`src/hbc_pkg.sv`:
```
// Package of constants and types for the bridge control and protection block
package hbc_pkg;
  // ----------------------------------------
  // Timing
  // ----------------------------------------
  localparam int CLK_MHZ = 250;
  localparam int OFF_TIME_US = 20;
  localparam int OFF_TIME_CYC = OFF_TIME_US * CLK_MHZ;
  localparam int DEAD_TIME_NS = 100;
  localparam int CLK_PERIOD_NS = 4;
  localparam int DEAD_TIME_CYC = (DEAD_TIME_NS + CLK_PERIOD_NS - 1) / CLK_PERIOD_NS;
  localparam int OFF_CNT_W = 13;
  localparam int DEAD_CNT_W = 6;
  // ----------------------------------------
  // Thermal derating
  // ----------------------------------------
  localparam int DERATE_W = 4;
  localparam logic [DERATE_W-1:0] DERATE_NONE = 4'h0;
  // ----------------------------------------
  // Interrupt status and mask layout
  // ----------------------------------------
  localparam int IRQ_W = 4;
  localparam int IRQ_UV = 0;
  localparam int IRQ_SC = 1;
  localparam int IRQ_OT = 2;
  localparam int IRQ_ILIM = 3;
  localparam logic [IRQ_W-1:0] IRQ_MASK_RST = 4'h0;
  // ----------------------------------------
  // Register map
  // ----------------------------------------
  localparam int ADDR_W = 4;
  localparam int DATA_W = 32;
  localparam logic [ADDR_W-1:0] REG_STATUS = 4'h0;
  localparam logic [ADDR_W-1:0] REG_IRQ_STAT = 4'h4;
  localparam logic [ADDR_W-1:0] REG_IRQ_MASK = 4'h8;
  localparam int ST_SLEEP = 0;
  localparam int ST_UV = 1;
  localparam int ST_SC = 2;
  localparam int ST_OT = 3;
  localparam int ST_LIMIT = 4;
  localparam int ST_FAULT_N = 5;
  // ----------------------------------------
  // Leg drive and bridge states
  // ----------------------------------------
  typedef enum logic [1:0] {
    HBC_LEG_OFF = 2'b00,
    HBC_LEG_HIGH = 2'b01,
    HBC_LEG_LOW = 2'b10
  } hbc_leg_t;
  typedef enum logic [1:0] {
    HBC_BR_SLEEP = 2'b00,
    HBC_BR_HIZ = 2'b01,
    HBC_BR_LIMIT = 2'b10,
    HBC_BR_RUN = 2'b11
  } hbc_state_t;
endpackage

```
`src/hbc_bridge.sv`:
```
// Control, protection and register logic of the two-leg bridge driver
module hbc_bridge (
  input wire logic core_clk,
  input wire logic reset_n,
  input wire logic enable,
  input wire logic disable_active_high,
  input wire logic disable_active_low,
  input wire logic polarity_in_a,
  input wire logic polarity_in_b,
  input wire logic undervoltage,
  input wire logic short_circuit,
  input wire logic overtemp_threshold,
  input wire logic overtemp_clear,
  input wire logic [hbc_pkg::DERATE_W-1:0] derate_level,
  input wire logic [hbc_pkg::DERATE_W-1:0] current_level,
  output logic leg_a_high_on,
  output logic leg_a_low_on,
  output logic leg_b_high_on,
  output logic leg_b_low_on,
  output logic fault_flag_n_out,
  output logic fault_flag_n_oe,
  output logic [hbc_pkg::DERATE_W-1:0] current_limit_threshold,
  input wire logic [hbc_pkg::ADDR_W-1:0] reg_addr,
  input wire logic [hbc_pkg::DATA_W-1:0] reg_wdata,
  input wire logic reg_wr,
  input wire logic reg_rd,
  output logic [hbc_pkg::DATA_W-1:0] reg_rdata,
  output logic irq
);
  import hbc_pkg::*;

  // ----------------------------------------
  // Input history and fault latches
  // ----------------------------------------
  logic dah_q, dah_d, dal_q, dal_d;
  logic sc_q, sc_d, ot_q, ot_d, ot_wait_q, ot_wait_d;
  logic clear_edge;
  logic [OFF_CNT_W-1:0] off_cnt_q, off_cnt_d;
  logic over_limit, fault;
  hbc_state_t state;

  always_comb begin
    // Disable release edges clear the short-circuit latch and move an overtemp latch to wait for overtemp_clear
    clear_edge = (dah_q && !disable_active_high) || (!dal_q && disable_active_low);
    dah_d = disable_active_high;
    dal_d = disable_active_low;
    sc_d = sc_q;
    ot_d = ot_q;
    ot_wait_d = ot_wait_q;
    if (clear_edge) begin
      sc_d = 1'b0;
      if (ot_q) begin
        ot_d = 1'b0;
        ot_wait_d = 1'b1;
      end
    end
    if (ot_wait_q && overtemp_clear) begin
      ot_wait_d = 1'b0;
    end
    if (short_circuit) begin
      sc_d = 1'b1;
    end
    if (overtemp_threshold) begin
      ot_d = 1'b1;
      ot_wait_d = 1'b0;
    end
  end

  // Limit lowered in the hot zone
  assign current_limit_threshold = (derate_level > DERATE_NONE) ? ~derate_level : ~DERATE_NONE;
  assign over_limit = (current_level >= current_limit_threshold);
  // Undervoltage is a live level, so it recovers alone
  assign fault = undervoltage || sc_q || ot_q || ot_wait_q;

  always_comb begin
    off_cnt_d = off_cnt_q;
    if (off_cnt_q != '0) begin
      off_cnt_d = off_cnt_q - 1'b1;
    end else if (state == HBC_BR_RUN && over_limit) begin
      off_cnt_d = OFF_CNT_W'(OFF_TIME_CYC);
    end
  end

  always_ff @(posedge core_clk or negedge reset_n) begin
    if (!reset_n) begin
      dah_q <= 1'b0;
      dal_q <= 1'b1;
      sc_q <= 1'b0;
      ot_q <= 1'b0;
      ot_wait_q <= 1'b0;
      off_cnt_q <= '0;
    end else begin
      dah_q <= dah_d;
      dal_q <= dal_d;
      sc_q <= sc_d;
      ot_q <= ot_d;
      ot_wait_q <= ot_wait_d;
      off_cnt_q <= off_cnt_d;
    end
  end

  // ----------------------------------------
  // Bridge state decode
  // ----------------------------------------
  always_comb begin
    case ({enable, disable_active_high || !disable_active_low || fault, off_cnt_q != '0})
      3'b000, 3'b001, 3'b010, 3'b011: state = HBC_BR_SLEEP;
      3'b110, 3'b111: state = HBC_BR_HIZ;
      3'b101: state = HBC_BR_LIMIT;
      3'b100: state = HBC_BR_RUN;
      default: state = HBC_BR_SLEEP;
    endcase
  end

  function automatic hbc_leg_t leg_cmd(input hbc_state_t st, input logic pol);
    // Each input sets its own leg equal inputs brake
    if (st == HBC_BR_RUN) begin
      leg_cmd = pol ? HBC_LEG_HIGH : HBC_LEG_LOW;
    end else begin
      leg_cmd = HBC_LEG_OFF;
    end
  endfunction

  // ----------------------------------------
  // Dead time per leg
  // ----------------------------------------
  hbc_leg_t want [2];
  logic [1:0] hi_on, lo_on;
  assign want[0] = leg_cmd(state, polarity_in_a);
  assign want[1] = leg_cmd(state, polarity_in_b);

  for (genvar g = 0; g < 2; g++) begin : g_leg
    hbc_leg_t cur_q, cur_d;
    logic [DEAD_CNT_W-1:0] dt_q, dt_d;
    always_comb begin
      cur_d = cur_q;
      dt_d = dt_q;
      if (want[g] == HBC_LEG_OFF) begin
        cur_d = HBC_LEG_OFF;
        dt_d = DEAD_CNT_W'(DEAD_TIME_CYC);
      end else if (cur_q != want[g]) begin
        if (cur_q != HBC_LEG_OFF) begin
          cur_d = HBC_LEG_OFF;
          dt_d = DEAD_CNT_W'(DEAD_TIME_CYC);
        end else if (dt_q != '0) begin
          dt_d = dt_q - 1'b1;
        end else begin
          cur_d = want[g];
        end
      end
    end
    always_ff @(posedge core_clk or negedge reset_n) begin
      if (!reset_n) begin
        cur_q <= HBC_LEG_OFF;
        dt_q <= '0;
      end else begin
        cur_q <= cur_d;
        dt_q <= dt_d;
      end
    end
    assign hi_on[g] = (cur_q == HBC_LEG_HIGH);
    assign lo_on[g] = (cur_q == HBC_LEG_LOW);
  end

  assign leg_a_high_on = hi_on[0];
  assign leg_a_low_on = lo_on[0];
  assign leg_b_high_on = hi_on[1];
  assign leg_b_low_on = lo_on[1];

  // Flag pulled low on fault or disable, sleep leaves it high
  assign fault_flag_n_out = 1'b0;
  assign fault_flag_n_oe = !(enable && state == HBC_BR_HIZ);

  // ----------------------------------------
  // Interrupts and registers
  // ----------------------------------------
  logic [IRQ_W-1:0] ist_q, ist_d, imask_q, imask_d, ev;
  logic [DATA_W-1:0] rdata_q, rdata_d;
  assign ev = {(state == HBC_BR_RUN) && over_limit, ot_q, sc_q, undervoltage};

  always_comb begin
    ist_d = ist_q;
    imask_d = imask_q;
    rdata_d = '0;
    if (reg_wr && reg_addr == REG_IRQ_STAT) begin
      ist_d = ist_q & ~reg_wdata[IRQ_W-1:0];
    end
    if (reg_wr && reg_addr == REG_IRQ_MASK) begin
      imask_d = reg_wdata[IRQ_W-1:0];
    end
    ist_d = ist_d | ev;
    if (reg_rd) begin
      case (reg_addr)
        REG_STATUS: begin
          rdata_d[ST_SLEEP] = (state == HBC_BR_SLEEP);
          rdata_d[ST_UV] = undervoltage;
          rdata_d[ST_SC] = sc_q;
          rdata_d[ST_OT] = ot_q || ot_wait_q;
          rdata_d[ST_LIMIT] = (state == HBC_BR_LIMIT);
          rdata_d[ST_FAULT_N] = fault_flag_n_oe;
        end
        REG_IRQ_STAT: rdata_d[IRQ_W-1:0] = ist_q;
        REG_IRQ_MASK: rdata_d[IRQ_W-1:0] = imask_q;
        default: rdata_d = '0;
      endcase
    end
  end

  always_ff @(posedge core_clk or negedge reset_n) begin
    if (!reset_n) begin
      ist_q <= '0;
      imask_q <= IRQ_MASK_RST;
      rdata_q <= '0;
    end else begin
      ist_q <= ist_d;
      imask_q <= imask_d;
      rdata_q <= rdata_d;
    end
  end

  assign reg_rdata = rdata_q;
  assign irq = |(ist_q & imask_q);

  // Cycles spent in forward drive, saturating
  localparam int FWD_SETTLE = DEAD_TIME_CYC + 3;
  logic [5:0] fwd_cnt_q, fwd_cnt_d;
  always_comb begin
    fwd_cnt_d = '0;
    if (state == HBC_BR_RUN && polarity_in_a && !polarity_in_b) begin
      fwd_cnt_d = (fwd_cnt_q == 6'h3F) ? fwd_cnt_q : fwd_cnt_q + 6'h01;
    end
  end
  always_ff @(posedge core_clk or negedge reset_n) begin
    if (!reset_n) begin
      fwd_cnt_q <= '0;
    end else begin
      fwd_cnt_q <= fwd_cnt_d;
    end
  end
endmodule // hbc_bridge

```
`config.mk`:
```
export PLATFORM = sky130hd
export DESIGN_NAME = hbc_bridge
export DESIGN_NICKNAME = d
export VERILOG_FILES = /design/src/hbc_pkg.sv /design/src/hbc_bridge.sv
export SDC_FILE = /design/constraint.sdc
export NUM_CORES = 1
export LEC_CHECK = 0
export BUFFER_PORTS_ARGS = -buffer_cell sky130_fd_sc_hd__buf_2
export CORE_MARGIN = 10
export CORE_UTILIZATION = 55
export CTS_BUF_LIST = sky130_fd_sc_hd__clkbuf_4
export CTS_CLUSTER_DIAMETER = 100
export DETAILED_ROUTE_END_ITERATION = 8
export PLACE_DENSITY = 0.95
export SLEW_MARGIN = 20
export SYNTH_ARGS = -nofsm -noshare
export SYNTH_HDL_FRONTEND = slang
export SYNTH_SLANG_ARGS = --single-unit
```
`constraint.sdc`:
```
create_clock -name core_clk -period 6.26 [get_ports core_clk]
set_clock_uncertainty 0.15 [all_clocks]
set_input_delay 0.626 -clock core_clk [delete_from_list [all_inputs] [get_ports core_clk]]
set_output_delay 0.626 -clock core_clk [all_outputs]
set_load 0.05 [all_outputs]
```
==> metrics.txt <==
#FFs+latches synth 48; Max-Cap Viols 0; crit path DAT 2.72 ns; peak supply drop 0.000135 V; H-tree levels 2; number of global-route vias before repair 2,022; Async SR Flop Fraction 1.00; Final GP Congestion 0.888; fin. max-slew vios 0; wire length per cell 14.0 µm; commonest cells in the netlist 47 x dfrtp_1, 31 x nor2_1, 27 x buf_4; setup bufs post-CTS 0; Avg Cell Area, Syn 9.59 µm²; Pre-Repair DR Iteration Count 4; Initial Util 0.566; ant diodes 0; Hold Path Class in2async; CTS tree built; synth warn 0; fin crit share 0.418; leakage 1.36 nW; Root Buffer clkbuf_4; fillers 394; CP Class reg2reg; initial antenna violation count 0; height of the chip 89.5 µm; Worst Setup SP off_cnt_q[8]$_DFFE_PN0P_; IO Pins 100; CTS Hold Bufs 0; Setup TNS 0 ns; post-layout minimum cycle time 2.61 ns; Sink Count 48; Detailed Route Iter0 Violations 93; crit end category register; unrepaired setup endpoints after global routing no; FMAX 383 MHz; Max-slew headroom 0.448; Reg-to-Reg End off_cnt_q[1]$_DFFE_PN0P_; post-route ant nets 0; clock tree buffer depth 2; Post-CTS Resized 0; Netlist cell types 44; Buffers on Ports 44; Critical Path Sink off_cnt_q[1]$_DFFE_PN0P_; multi-input logic area 1270 µm²; Seq/Total Area, Yosys 0.453; Setup crit start kind register; area delta synth->final 8.62%; Inserted Clock Buffers 5; post-synth top area share 0.443; flop-to-flop setup slack 3.65 ns; worst-path maximum fanout 8; synthesized area 2660 µm²; Syn Inst Count 277; final WL 5.30 mm; clk slew on worst S/H paths 0.13 ns; status finished, final reports clean; first-pass GRT wire length 8.75 mm; endpoints failing hold 0; vias per std cell 5.33; hold_ws 0.0986 ns; Area contributors post-synth dfrtp_1 44%, buf_4 7.6%, nor2_1 4.4%, ha_1 4.2%, nand2_1 3.1%; worst skew pair latency 0.35 ns; FF+latch area 1200 µm²; largest area contributor in the netlist dfrtp_1; DIE WIDTH 89.5 µm; Req. time, crit path 6.36 ns; Slew @ Worst Pin 0.821 ns; r2r worst-path depth 5; Via Count 2,019; GRT overflow 0; Nets 390; die area 8010 µm²; pwr/cell area 196 nW/µm²; largest net degree at the start of global routing 49; count of final setup violators 0; core area 4690 µm²; prevailing post-synth register cell dfrtp_1; # rows 25; DP HPWL 4.23 mm; Residual DRC 0; EDFF count, synth 0; GRT Total Usage 0.137; Worst R2R Start off_cnt_q[8]$_DFFE_PN0P_; layout cells sized above 1 0.194; top-count cell post-synth dfrtp_1
[worst max-delay path, stage by stage (launching register included)]
cell and delay, ns:
dfrtp_1 0.44, or4_4 0.58, or2_4 0.28, nor4_4 0.54, o21ai_2 0.25, a31o_1 0.28
[report_power, final]
part / switching (mW) / internal [mW] / leakage [nW]
Sequential: 0.00763 / 0.319 / 0.562
Clock: 0.0906 / 0.0472 / 0.0293
Combinational: 0.0764 / 0.0228 / 0.770
Total: 0.175 / 0.389 / 1.36
[worst min-delay path by stage]
| stage | from | end | slack [ns] | cells past startpoint |
|---|---|---|---|---|
| floorplan | reset_n | dah_q$_DFF_PN0_ | 0.18 | 0 |
| global placement | off_cnt_q[11]$_DFFE_PN0P_ | off_cnt_q[11]$_DFFE_PN0P_ | 0.32 | 1 |
| detailed placement | off_cnt_q[11]$_DFFE_PN0P_ | off_cnt_q[11]$_DFFE_PN0P_ | 0.32 | 1 |
| CTS | disable_active_low | dal_q$_DFF_PN1_ | 0.21 | 1 |
| global route | reset_n | g_leg[1].dt_q[5]$_DFFE_PN0P_ | 0.14 | 1 |
| finish | reset_n | g_leg[1].dt_q[5]$_DFFE_PN0P_ | 0.1 | 1 |
[cells in the final DEF (no fill, tap or decap), types with 3 or more instances in the layout]
cell type / synthesis / layout
mux2_2: 4 / 4
nor2b_1: 8 / 8
or3_1: 6 / 6
or4_1: 5 / 5
xor2_1: 9 / 9
nand2b_1: 3 / 3
nor3_1: 12 / 12
dfrtp_1: 47 / 47
o21ai_0: 11 / 11
a21oi_1: 11 / 11
xnor2_1: 5 / 5
a21o_1: 6 / 6
buf_2: 1 / 43
nor2_1: 31 / 31
o211ai_1: 5 / 5
mux2i_1: 4 / 4
conb_1: 1 / 27
a22oi_1: 3 / 3
nand2_1: 22 / 22
nor3b_1: 3 / 3
clkbuf_4: 0 / 6
ha_1: 9 / 9
inv_1: 16 / 16
[area by class of cell]
type / instances / area share
Clock buffer: 6 / 0.0156
Clock inverter: 2 / 0.00390
Inverter: 16 / 0.0208
Multi-Input combinational cell: 209 / 0.442
Sequential cell: 48 / 0.417
Tap cell: 54 / 0.0234
Timing Repair Buffer: 44 / 0.0772
[state kept, by name (all words and copies together), names as in the netlist]
register	flops
dah_q	1
dal_q	1
g_leg.cur_q	4
g_leg.dt_q	12
imask_q	4
ist_q	4
off_cnt_q	13
ot_q	1
ot_wait_q	1
reg_rdata	6
sc_q	1
[per-layer routing]
metal | track usage | part of all wire | routed length, µm | up-vias
met4 | 0.0361 | 0.0083 | 44 | 0
met1 | 0.144 | 0.40 | 2110 | 975
met3 | 0.0374 | 0.050 | 263 | 6
li1 | - | - | - | 997
met5 | 0 | 0 | 0 | -
met2 | 0.260 | 0.54 | 2880 | 41
[cells by family after synthesis]
| logic type | after synthesis | synth area share |
|---|---|---|
| DFF | 48 | 0.453 |
| muxes | 8 | 0.0320 |
| AOI/OAI and AO/OA | 45 | 0.108 |
| other | 1 | 0.00141 |
| xor gates and xnor gates | 14 | 0.0462 |
| adders and majority gates | 9 | 0.0424 |
| and+or+nand+nor | 106 | 0.213 |
| buffers and inverters | 46 | 0.104 |
[stage by stage]
step | power, mW | util | instance area (µm²) | setup WS, ns | std cells
after global routing | 0.591 | 0.615 | 2880 | 3.54 | 379
after CTS | 0.568 | 0.614 | 2880 | 3.63 | 379
after detailed placement | 0.431 | 0.602 | 2830 | 3.64 | 371
after floorplan | 0.417 | - | 2750 | 3.97 | 303
after global placement | 0.428 | 0.602 | 2830 | 3.69 | 371
final | 0.564 | 0.615 | 2880 | 3.65 | 379
Power figures use the tool's default switching activity.
